[src/bat_cmp.sv]
// shared constants and the per-register attribute comparator
`timescale 1ns/100ps

package bat_pkg;
  // register index carried by the debug register commands
  localparam int BAT_IDX_W = 5;
  localparam logic [4:0] BAT_IDX_TRIG0 = 5'h06;
  localparam logic [4:0] BAT_IDX_TRIG1 = 5'h16;
  localparam int BAT_DATA_W = 32;
  localparam int BAT_REG_W = 16;
  localparam logic [15:0] BAT_TRIG_RESET = 16'h0005;
  localparam logic [31:0] BAT_RD_ZERO = 32'h0000_0000;
  // field positions inside an attribute trigger register
  localparam int BAT_DIR_MASK_BIT = 15;
  localparam int BAT_SZM_HI = 14;
  localparam int BAT_SZM_LO = 13;
  localparam int BAT_TTM_HI = 12;
  localparam int BAT_TTM_LO = 11;
  localparam int BAT_TMM_HI = 10;
  localparam int BAT_TMM_LO = 8;
  localparam int BAT_DIR_BIT = 7;
  localparam int BAT_SZ_HI = 6;
  localparam int BAT_SZ_LO = 5;
  localparam int BAT_TT_HI = 4;
  localparam int BAT_TT_LO = 3;
  localparam int BAT_TM_HI = 2;
  localparam int BAT_TM_LO = 0;
  // size encodings
  localparam logic [1:0] BAT_SZ_LONG = 2'h0;
  localparam logic [1:0] BAT_SZ_BYTE = 2'h1;
  localparam logic [1:0] BAT_SZ_WORD = 2'h2;
  localparam logic [1:0] BAT_SZ_RSVD = 2'h3;
  // transfer type encodings
  localparam logic [1:0] BAT_TT_NORMAL = 2'h0;
  localparam logic [1:0] BAT_TT_EXT = 2'h1;
  localparam logic [1:0] BAT_TT_EMU = 2'h2;
  localparam logic [1:0] BAT_TT_ACK = 2'h3;
  // transfer modifier encodings
  localparam logic [2:0] BAT_TM_LINE_PUSH = 3'h0;
  localparam logic [2:0] BAT_TM_USER_DATA = 3'h1;
  localparam logic [2:0] BAT_TM_USER_CODE = 3'h2;
  localparam logic [2:0] BAT_TM_ICACHE_INV = 3'h3;
  localparam logic [2:0] BAT_TM_DCACHE_PUSH = 3'h4;
  localparam logic [2:0] BAT_TM_SUP_DATA = 3'h5;
  localparam logic [2:0] BAT_TM_TOUCH = 3'h7;
  localparam logic [2:0] BAT_TM_EMU_DATA = 3'h5;
  localparam logic [2:0] BAT_TM_CPU_SPACE = 3'h0;
  // decoded meaning of a type/modifier pair
  typedef enum logic [3:0] {
    BAT_CLS_LINE_PUSH = 4'h0,
    BAT_CLS_USER_DATA = 4'h1,
    BAT_CLS_USER_CODE = 4'h2,
    BAT_CLS_ICACHE_INV = 4'h3,
    BAT_CLS_DCACHE_PUSH = 4'h4,
    BAT_CLS_SUP_DATA = 4'h5,
    BAT_CLS_TOUCH = 4'h6,
    BAT_CLS_EMU_DATA = 4'h7,
    BAT_CLS_CPU_SPACE = 4'h8,
    BAT_CLS_INT_ACK = 4'h9,
    BAT_CLS_EXT_DMA = 4'ha,
    BAT_CLS_RESERVED = 4'hf
  } bat_class_t;
endpackage

module bat_attr_cmp
  import bat_pkg::*;
(
  input wire logic [15:0] trig,
  input wire logic bus_read,
  input wire logic [1:0] bus_size,
  input wire logic [1:0] bus_xfer_type,
  input wire logic [2:0] bus_xfer_mod,
  output logic hit
);
  logic dir_diff;
  logic [1:0] size_diff;
  logic [1:0] type_diff;
  logic [2:0] mod_diff;

  // per-field mismatch with masked bits forced to agree
  always_comb begin
    dir_diff = (trig[BAT_DIR_BIT] ^ bus_read) & ~trig[BAT_DIR_MASK_BIT];
    size_diff = (trig[BAT_SZ_HI:BAT_SZ_LO] ^ bus_size)
      & ~trig[BAT_SZM_HI:BAT_SZM_LO];
    type_diff = (trig[BAT_TT_HI:BAT_TT_LO] ^ bus_xfer_type)
      & ~trig[BAT_TTM_HI:BAT_TTM_LO];
    mod_diff = (trig[BAT_TM_HI:BAT_TM_LO] ^ bus_xfer_mod)
      & ~trig[BAT_TMM_HI:BAT_TMM_LO];
    // all unmasked fields must agree
    hit = ~(dir_diff | (|size_diff) | (|type_diff) | (|mod_diff));
  end
endmodule

[src/bat_match.sv]
// attribute trigger registers, bus attribute match and attribute decode
// Notes on behaviour
// each trigger register is compared with bus attributes; use gated by definitions
// direction mask bit 15 removes the direction bit from the compare
// size mask bits 14-13 remove matching expected size bits
// transfer type mask bits 12-11 remove matching expected type bits
// modifier mask bits 10-8 remove matching expected modifier bits
// expected direction bit 7 compared with bus read/write on every transfer
// expected size bits 6-5 compared with bus size: long, byte, word, reserved
// expected type bits 4-3: normal, reserved, emulator, acknowledge/cpu space
// type code also selects debug memory command space; 01 means external/dma
// expected modifier bits 2-0 compared; meaning depends on transfer type
// normal mode modifiers: push, user data/code, invalidate, push, supervisor, touch
// emulator mode: modifier 101 is emulator data, others reserved
// acknowledge mode: 000 cpu space, 001-111 interrupt acknowledge levels 1-7
// modifier encoding also applies to debug memory commands
// match only when every unmasked field equals the current transfer
// both trigger registers reset to 0x0000_0005, reachable by host and software
`timescale 1ns/100ps

module bat_match
  import bat_pkg::*;
(
  input wire logic core_clk,
  input wire logic rst_b,
  input wire logic clk_en,
  input wire logic dbg_wr,
  input wire logic dbg_rd,
  input wire logic [4:0] dbg_idx,
  input wire logic [31:0] dbg_wdata,
  output logic [31:0] dbg_rdata,
  output logic dbg_rd_valid,
  input wire logic trig_def_use,
  input wire logic ext_trig_def_use,
  input wire logic bus_xfer_valid,
  input wire logic bus_read,
  input wire logic [1:0] bus_size,
  input wire logic [1:0] bus_xfer_type,
  input wire logic [2:0] bus_xfer_mod,
  input wire logic bdm_mem_cmd,
  input wire logic [1:0] bdm_xfer_type,
  input wire logic [2:0] bdm_xfer_mod,
  output logic attr_hit_0,
  output logic attr_hit_1,
  output bat_class_t bus_class,
  output logic [2:0] bus_int_level,
  output logic bus_size_rsvd,
  output bat_class_t bdm_class,
  output logic bdm_ext_dma
);

  // turn a type/modifier pair into its meaning; debug commands see 01 as external
  function automatic bat_class_t bat_decode(
    input logic [1:0] xtype,
    input logic [2:0] xmod,
    input logic for_bdm
  );
    bat_class_t cls;
    cls = BAT_CLS_RESERVED;
    unique case (xtype)
      BAT_TT_NORMAL: begin
        unique case (xmod)
          BAT_TM_LINE_PUSH: cls = BAT_CLS_LINE_PUSH;
          BAT_TM_USER_DATA: cls = BAT_CLS_USER_DATA;
          BAT_TM_USER_CODE: cls = BAT_CLS_USER_CODE;
          BAT_TM_ICACHE_INV: cls = BAT_CLS_ICACHE_INV;
          BAT_TM_DCACHE_PUSH: cls = BAT_CLS_DCACHE_PUSH;
          BAT_TM_SUP_DATA: cls = BAT_CLS_SUP_DATA;
          BAT_TM_TOUCH: cls = BAT_CLS_TOUCH;
          default: cls = BAT_CLS_RESERVED;
        endcase
      end
      BAT_TT_EXT: begin
        // only a debug memory command gives this code a meaning
        cls = for_bdm ? BAT_CLS_EXT_DMA : BAT_CLS_RESERVED;
      end
      BAT_TT_EMU: begin
        if (xmod == BAT_TM_EMU_DATA) begin
          cls = BAT_CLS_EMU_DATA;
        end else begin
          cls = BAT_CLS_RESERVED;
        end
      end
      BAT_TT_ACK: begin
        if (xmod == BAT_TM_CPU_SPACE) begin
          cls = BAT_CLS_CPU_SPACE;
        end else begin
          cls = BAT_CLS_INT_ACK;
        end
      end
    endcase
    return cls;
  endfunction

  // ---- register file ----
  logic [15:0] trig_reg [2];
  logic [15:0] trig_next [2];
  logic [31:0] rdata_reg;
  logic [31:0] rdata_next;
  logic rd_valid_reg;
  logic rd_valid_next;
  logic [4:0] trig_idx [2];

  assign trig_idx[0] = BAT_IDX_TRIG0;
  assign trig_idx[1] = BAT_IDX_TRIG1;

  // a write to the matching index replaces the whole 16-bit register
  always_comb begin
    for (int i = 0; i < 2; i++) begin
      trig_next[i] = trig_reg[i];
      if (dbg_wr && dbg_idx == trig_idx[i]) begin
        trig_next[i] = dbg_wdata[15:0];
      end
    end
  end

  // reads return the register in the low half; other indexes read zero
  always_comb begin
    rdata_next = rdata_reg;
    rd_valid_next = 1'b0;
    if (dbg_rd) begin
      rd_valid_next = 1'b1;
      if (dbg_idx == BAT_IDX_TRIG0) begin
        rdata_next = {16'h0000, trig_reg[0]};
      end else if (dbg_idx == BAT_IDX_TRIG1) begin
        rdata_next = {16'h0000, trig_reg[1]};
      end else begin
        rdata_next = BAT_RD_ZERO;
      end
    end
  end

  // both registers come up as normal supervisor data, write direction and long size, nothing masked
  always_ff @(posedge core_clk or negedge rst_b) begin
    if (!rst_b) begin
      trig_reg[0] <= BAT_TRIG_RESET;
      trig_reg[1] <= BAT_TRIG_RESET;
      rdata_reg <= BAT_RD_ZERO;
      rd_valid_reg <= 1'b0;
    end else if (clk_en) begin
      trig_reg[0] <= trig_next[0];
      trig_reg[1] <= trig_next[1];
      rdata_reg <= rdata_next;
      rd_valid_reg <= rd_valid_next;
    end
  end

  assign dbg_rdata = rdata_reg;
  assign dbg_rd_valid = rd_valid_reg;

  // ---- attribute compare, one comparator per trigger register ----
  logic [1:0] cmp_hit;
  logic [1:0] use_en;
  logic [1:0] hit_reg;
  logic [1:0] hit_next;

  assign use_en = {ext_trig_def_use, trig_def_use};

  for (genvar g = 0; g < 2; g++) begin : g_cmp
    bat_attr_cmp u_cmp (
      .trig(trig_reg[g]),
      .bus_read(bus_read),
      .bus_size(bus_size),
      .bus_xfer_type(bus_xfer_type),
      .bus_xfer_mod(bus_xfer_mod),
      .hit(cmp_hit[g])
    );
  end

  // a hit needs a live transfer and the owning definition selecting it
  always_comb begin
    for (int i = 0; i < 2; i++) begin
      hit_next[i] = bus_xfer_valid & use_en[i] & cmp_hit[i];
    end
  end

  // registered so the trigger sequencer sees a clean one-cycle result
  always_ff @(posedge core_clk or negedge rst_b) begin
    if (!rst_b) begin
      hit_reg <= 2'h0;
    end else if (clk_en) begin
      hit_reg <= hit_next;
    end
  end

  assign attr_hit_0 = hit_reg[0];
  assign attr_hit_1 = hit_reg[1];

  // ---- bus attribute decode ----
  bat_class_t bus_class_reg;
  bat_class_t bus_class_next;
  logic [2:0] int_level_reg;
  logic [2:0] int_level_next;
  logic size_rsvd_reg;
  logic size_rsvd_next;

  // decode held between transfers so observers see the last one
  always_comb begin
    bus_class_next = bus_class_reg;
    int_level_next = int_level_reg;
    size_rsvd_next = size_rsvd_reg;
    if (bus_xfer_valid) begin
      bus_class_next = bat_decode(bus_xfer_type, bus_xfer_mod, 1'b0);
      // interrupt level is the modifier itself, zero for other classes
      if (bus_xfer_type == BAT_TT_ACK && bus_xfer_mod != BAT_TM_CPU_SPACE) begin
        int_level_next = bus_xfer_mod;
      end else begin
        int_level_next = 3'h0;
      end
      size_rsvd_next = (bus_size == BAT_SZ_RSVD);
    end
  end

  always_ff @(posedge core_clk or negedge rst_b) begin
    if (!rst_b) begin
      bus_class_reg <= BAT_CLS_LINE_PUSH;
      int_level_reg <= 3'h0;
      size_rsvd_reg <= 1'b0;
    end else if (clk_en) begin
      bus_class_reg <= bus_class_next;
      int_level_reg <= int_level_next;
      size_rsvd_reg <= size_rsvd_next;
    end
  end

  assign bus_class = bus_class_reg;
  assign bus_int_level = int_level_reg;
  assign bus_size_rsvd = size_rsvd_reg;

  // ---- debug memory command address space decode ----
  bat_class_t bdm_class_reg;
  bat_class_t bdm_class_next;
  logic bdm_ext_reg;
  logic bdm_ext_next;

  // same encodings serve the debug memory commands, with 01 as external
  always_comb begin
    bdm_class_next = bdm_class_reg;
    bdm_ext_next = bdm_ext_reg;
    if (bdm_mem_cmd) begin
      bdm_class_next = bat_decode(bdm_xfer_type, bdm_xfer_mod, 1'b1);
      bdm_ext_next = (bdm_xfer_type == BAT_TT_EXT);
    end
  end

  // reset default is supervisor data, matching the reset attribute value
  always_ff @(posedge core_clk or negedge rst_b) begin
    if (!rst_b) begin
      bdm_class_reg <= BAT_CLS_SUP_DATA;
      bdm_ext_reg <= 1'b0;
    end else if (clk_en) begin
      bdm_class_reg <= bdm_class_next;
      bdm_ext_reg <= bdm_ext_next;
    end
  end

  assign bdm_class = bdm_class_reg;
  assign bdm_ext_dma = bdm_ext_reg;

endmodule

[config.mk]
export PLATFORM = sky130hd
export DESIGN_NAME = bat_match
export DESIGN_NICKNAME = d
export VERILOG_FILES = /design/src/bat_cmp.sv /design/src/bat_match.sv
export SDC_FILE = /design/constraint.sdc
export NUM_CORES = 1
export LEC_CHECK = 0
export BUFFER_PORTS_ARGS = -buffer_cell sky130_fd_sc_hd__buf_2
export CAP_MARGIN = 20
export CELL_PAD_IN_SITES_DETAIL_PLACEMENT = 2
export CELL_PAD_IN_SITES_GLOBAL_PLACEMENT = 2
export CORE_MARGIN = 2
export CORE_UTILIZATION = 34
export CTS_CLUSTER_DIAMETER = 120
export CTS_CLUSTER_SIZE = 10
export DETAILED_ROUTE_END_ITERATION = 6
export GPL_ROUTABILITY_DRIVEN = 0
export PLACE_DENSITY_LB_ADDON = 0.05
export SKIP_CTS_REPAIR_TIMING = 1
export SLEW_MARGIN = 20
export SYNTH_ARGS = -nofsm -noshare
export SYNTH_HDL_FRONTEND = slang
export SYNTH_SLANG_ARGS = --single-unit
[constraint.sdc]
create_clock -name core_clk -period 4.74 [get_ports core_clk]
set_clock_uncertainty 0.2 [all_clocks]
set_input_delay 0.474 -clock core_clk [delete_from_list [all_inputs] [get_ports core_clk]]
set_output_delay 0.474 -clock core_clk [all_outputs]
set_load 0.01 [all_outputs]
### Word level (Yosys, flattened, before mapping)

Cells that the tools add are included.

| word-level totals | value |
|---|---|
| register bits | 80 |
| input port bits | 59 |
| output and inout port bits | 48 |
| word-level logic and storage cells | 98 |

| operators by class | value |
|---|---|
| eq/ne operators | 21 |
| mux-type cells | 12 |
| bitwise logic cells | 36 |
| reductions and logical operators | 19 |

Operator list:

| operator | number |
|---|---|
| $pmux 4 s7 | 2 |
| $mux 16 | 2 |
| $pmux 4 s4 | 2 |
| $eq 3x3->1 const B | 6 |
| $eq 3x2->1 const B | 4 |
| $eq 2x2->1 const B | 5 |
| $reduce_and 2->1 | 5 |
| $and 2x2->2 | 4 |
| $mux 4 | 2 |
| $not 2->2 | 4 |
| $reduce_or 2->1 | 4 |
| $xor 2x2->2 | 4 |
| $and 1x1->1 | 6 |
| $and 3x3->3 | 2 |
| $eq 3x1->1 const B | 2 |
| $logic_not 3->1 | 2 |
| $not 3->3 | 2 |
| $or 1x1->1 | 6 |
| $reduce_or 3->1 | 2 |
| $xor 3x3->3 | 2 |
| $eq 5x3->1 const B | 1 |
| $eq 5x5->1 const B | 1 |
| $eq 2x1->1 const B | 2 |
| $logic_not 2->1 | 2 |
| other kinds (6) | 14 |

### Logic depth before layout (Yosys ltp)

| logic depth | value |
|---|---|
| word-level depth | 8 |
| gate-level depth with buffers | 7 |
| gate-level depth less buffers | 6 |

### By module

A second synthesis with hierarchy kept.

| second synthesis, totals | value |
|---|---|
| cells, all modules | 282 |
| area total of the unflattened synthesis | 3265.6 µm² |

Modules (own cells, without submodules):

| module | instances | cells each | area an instance (µm²) | sequential area each (µm²) |
|---|---|---|---|---|
| bat_match | 1 | 256 | 3050.4 | 1609.0 |
| bat_attr_cmp | 2 | 13 | 107.6 | 0.0 |

### Worst setup path before layout

No wires, ideal clock.

| timing path | value |
|---|---|
| path type | input port to flip-flop |
| start point | input dbg_idx[3] |
| end point | register trig_reg[22] (netlist bit) |
| arrival | 1.633 ns |
| data required time | 4.415 ns |
| setup slack | 2.782 ns |
| stages on the path | 6 |
| buffers on the path | 2 |
| path through | nand3b_4 > nor3_4 > and3_1 > buf_4 > buf_6 > mux2_2 |

| on the way | value |
|---|---|
| word-level cells in the longest chain between the ends | 3 |

Ends and longest elaborated chain:

| what | RTL line | text |
|---|---|---|
| start, declared | bat_match.sv:29 | `input wire logic [4:0] dbg_idx,` |
| $eq 5x3->1 | bat_match.sv:111 | `if (dbg_wr && dbg_idx == trig_idx[i]) begin` |
| $logic_and 1x1->1 | bat_match.sv:111 |  |
| $reduce_and 2->1 (no line) | -- |  |
| end, declared | bat_match.sv:96 | `logic [15:0] trig_reg [2];` |

No other way between the ends.
A chain may end at the register's enable or synchronous reset.

### Worst setup path after layout

| timing path | value |
|---|---|
| start point | input dbg_idx[3] |
| end point | register trig_reg[28] (netlist bit) |

The elaborated chain is that of the path after synthesis.

==> PnR_summary.wiki <==
{| class="wikitable"
! Metric !! Value
|-
| Die Footprint || ~10000 sq um
|-
| Number of library cell types mapped by synthesis || 39
|-
| Post-DR vias/cell || around 5.0
|-
| Max IR drop VDD || approximately 0.10 mV
|-
| Fraction of synthesized area in multiplexers || 13.1%
|-
| Share of the synthesized netlist area taken by xor and xnor gates || 4.64%
|-
| Total vias in the final route || roughly 2400
|-
| Critical Setup Path Class || primary input to flip-flop
|-
| Skew-Pair Late Insertion Delay || between 0.3 and 0.4 ns
|-
| Highest clock rate || between 300 and 400 MHz
|-
| Vias in the first global route || between 2000 and 3000
|-
| Count of mapped cells out of synthesis || approximately 280
|-
| Area share of the leading cell type in the synthesized netlist || 45.2%
|-
| Area taken by flip-flops and latches || around 1600 sq um
|-
| Clk network pwr share || 34.5%
|-
| Most frequent standard cell in the layout excluding fill and tap cells || sky130_fd_sc_hd__buf_2
|-
| # IOs || about 110
|-
| Most used cells in the layout excluding fill and tap cells || sky130_fd_sc_hd__buf_2 (74), sky130_fd_sc_hd__dfrtp_1 (58), sky130_fd_sc_hd__nand2_1 (36), sky130_fd_sc_hd__o21ai_0 (29), sky130_fd_sc_hd__mux2_2 (23)
|-
| Leakage dissipation || roughly 1.8 nW
|-
| Sw frac || approximately 28%
|-
| Largest family of logic cells by synthesized area || compound AO/OA/AOI/OAI gates
|-
| Worst slew margin relative to its limit || 33.5%
|-
| Power share of the sequential group || 49.9%
|-
| Floorplan die height || between 100 and 150 um
|-
| Slew at the pin with the worst max-slew slack || 0.995 ns
|-
| Met3 routed wirelength || about 390 um
|-
| Clock period minus final worst setup slack || 2.60 ns
|-
| Final wirelength || approximately 8.3 mm
|-
| Metal-1 WL || roughly 3.5 mm
|-
| Cell family with most CP delay || simple AND/OR/NAND/NOR gates
|-
| Buffers & Inverters on Critical Path || 1
|-
| Layout Nets || between 400 and 500
|-
| Total area of multi-input combinational cells || approximately 1400 sq um
|-
| Post-synth EDFFs || 0
|-
| Maximum number of pins on one net before global-route repair || 38
|-
| DRC violation count after routing || 0
|-
| Layout-stage area growth over the synthesis result || 17.6%
|-
| Fraction of registers with async set/reset || between 90% and 100%
|-
| Yosys warning total || 0
|-
| Crit share post-route || a little over half
|-
| Reported max-cap violation count || 0
|-
| Area inside the core boundary || 9200 sq um
|-
| Width of the die || 101 um
|-
| Compound-cell area share of the yosys netlist || 13.1%
|-
| Synthesized-area fraction occupied by and/or/nand/nor cells || a little under a tenth
|-
| Pre-CTS setup slack || 1.73 ns
|-
| RSZ-0062 raised after global routing || no
|-
| Sequential-to-total area share from yosys stat || roughly half
|-
| Wire length per cell after detailed routing || approximately 18 um
|-
| Type of the worst min-delay path || primary input to async pin
|-
| Instance area at placement || about 3600 sq um
|-
| Deepest clock path buffer count || 2
|-
| Final setup vio count || 0
|-
| Drt pass-1 iters || 5
|-
| Post-route worst setup slack || between 2 and 2.5 ns
|-
| Maximum level of the CTS H-tree || 3
|-
| Clock transition at the register clock pins on the worst setup and hold paths after CTS || 0.08 ns
|-
| Arrival @ worst endpoint || approximately 2.6 ns
|-
| Setup_tns || 0 ns
|-
| Largest register FFs || 32
|-
| Top FF cell, synth || sky130_fd_sc_hd__dfrtp_1
|-
| Kind of start point of the critical path || primary input
|-
| Cell breakdown of the critical path || buf_2 -> nand3b_4 -> nor3_4 -> and3_1 -> mux2_2
|-
| Antenna-violating nets left || 0
|-
| Clock buffers created by TritonCTS || 9
|-
| Initial cell density of the core || about a third
|-
| NetSw || 364 uW
|-
| Clock net sink count || between 60 and 70
|-
| Post-Layout Inst Area || between 3000 and 4000 sq um
|-
| Initial antenna violation count || 0
|-
| Clock tree from TritonCTS || yes
|-
| Internal power component || 934 uW
|-
| Std cell rows || 35
|-
| DPL Wire Length || approximately 6.1 mm
|-
| CP peak stage delay || around 0.86 ns
|-
| 1st-iter DRT viols || 20
|-
| Data required time at the worst endpoint || approximately 4.8 ns
|-
| Cell area after technology mapping || 3210 sq um
|-
| Largest area contributor in the netlist || sky130_fd_sc_hd__dfrtp_1
|-
| Number of endpoints with negative hold slack in the final report || 0
|-
| Kind of end point of the critical path || flip-flop
|-
| Arithmetic-cell share of the synthesized area counting full adders, half adders and majority gates || under 10%
|-
| Total overflow reported by the global router || 0
|-
| Layout fillers || around 1000
|-
| Final core utilization || between 40% and 50%
|-
| Combinational cell fraction of total power || approximately 16%
|-
| Share of final-layout standard cells stronger than drive strength 1 || between 30% and 40%
|-
| Wire length of the first global-routing pass || around 13 mm
|-
| Final count of pins violating max slew || 0
|-
| Count of input and output buffers || 74
|-
| Mean post-synth cell area || around 11 sq um
|-
| Number of synthesized register bits || 64
|-
| Top Metal Used || met4
|-
| Worst path slowest cell || sky130_fd_sc_hd__and3_1
|-
| Amount of wire on met2 after detailed routing || around 4.3 mm
|-
| Total Routing Usage GR || between 10% and 20%
|-
| Diodes inserted || 0
|-
| Power per Cell Area || 344 nW/um^2
|-
| Largest fanout on the critical path || 17
|-
| Status || finished, final reports clean
|-
| Clock root buffer || sky130_fd_sc_hd__clkbuf_8
|-
| Ranking of synthesized cells by area || sky130_fd_sc_hd__dfrtp_1 (45%), sky130_fd_sc_hd__mux2_2 (8.1%), sky130_fd_sc_hd__dfstp_2 (4.9%)
|}
## kinds of logic after synthesis
group | count (synthesis)
AO/OA/AOI/OAI | 68
XOR/XNOR | 17
adder cells (fa/ha/maj) | 8
buffers and inverters | 37
flip-flops | 64
multiplexers | 34
other | 1
AND/OR/NAND/NOR | 54
## final timing paths
check / startpoint / end / slack [ns] / cells past startpoint
min reg2reg: dbg_rdata[12]$_DFFE_PN0P_ / dbg_rdata[12]$_DFFE_PN0P_ / 0.28 / 2
max: dbg_idx[3] / trig_reg[28]$_DFFE_PN0P_ / 2.14 / 5
max in group asynchronous: rst_b / bdm_class[2]$_DFFE_PN1P_ / 3.35 / 2
min in group core_clk: dbg_wdata[4] / trig_reg[4]$_DFFE_PN0P_ / 0.16 / 2
min: rst_b / dbg_rdata[1]$_DFFE_PN0P_ / 0.04 / 1
max reg2reg: trig_reg[17]$_DFFE_PN0P_ / hit_reg[0]$_DFFE_PN0P_ / 2.99 / 4
## through the flow
stage	hold slack (ns)	total power [mW]	std cells
after floorplan	-0.0216	0.782	298
after detailed placement	0.265	0.864	454
after global routing	0.108	1.37	470
after CTS	0.0622	1.32	470
after global placement	0.257	0.856	454
final	0.0419	1.30	470
## worst reg2reg max path, stage by stage (launching register included)
cell	delay (ns)
sky130_fd_sc_hd__dfrtp_1	0.41
sky130_fd_sc_hd__xnor2_1	0.25
sky130_fd_sc_hd__o22ai_1	0.15
sky130_fd_sc_hd__or4_1	0.54
sky130_fd_sc_hd__o22ai_1	0.12
## metal layers
layer,up-vias,global-route usage (%)
li1,1100,-
met1,1184,20.8
met2,64,30.2
met3,15,4.49
met4,0,6.76
met5,-,0
## power groups by stage
| stage | Combinational (mW) | Clock (mW) | Sequential, mW |
|---|---|---|---|
| final | 0.202 | 0.448 | 0.647 |
| after global placement | 0.199 | 0 | 0.656 |
| after detailed placement | 0.206 | 0 | 0.658 |
| after global routing | 0.227 | 0.490 | 0.655 |
| after CTS | 0.207 | 0.468 | 0.649 |
| after floorplan | 0.126 | 0 | 0.656 |
## synth_stat cells, drive strengths merged (6+ instances only)
| master | count |
|---|---|
| mux2 | 33 |
| a22oi | 16 |
| xnor2 | 16 |
| nand2 | 36 |
| inv | 7 |
| o22ai | 8 |
| dfrtp | 58 |
| buf | 20 |
| clkbuf | 10 |
| ha | 8 |
| o21ai | 29 |
| dfstp | 6 |
## layout make-up
class,count,area share (%)
clock buffers,13,4.47
clock inverters,3,0.398
inverters,7,0.696
multi-input cells,197,38.1
flip-flops and latches,64,42.6
well taps,111,3.68
repair buffers,75,10.0
No activity file was read; power rests on OpenSTA's default activity.
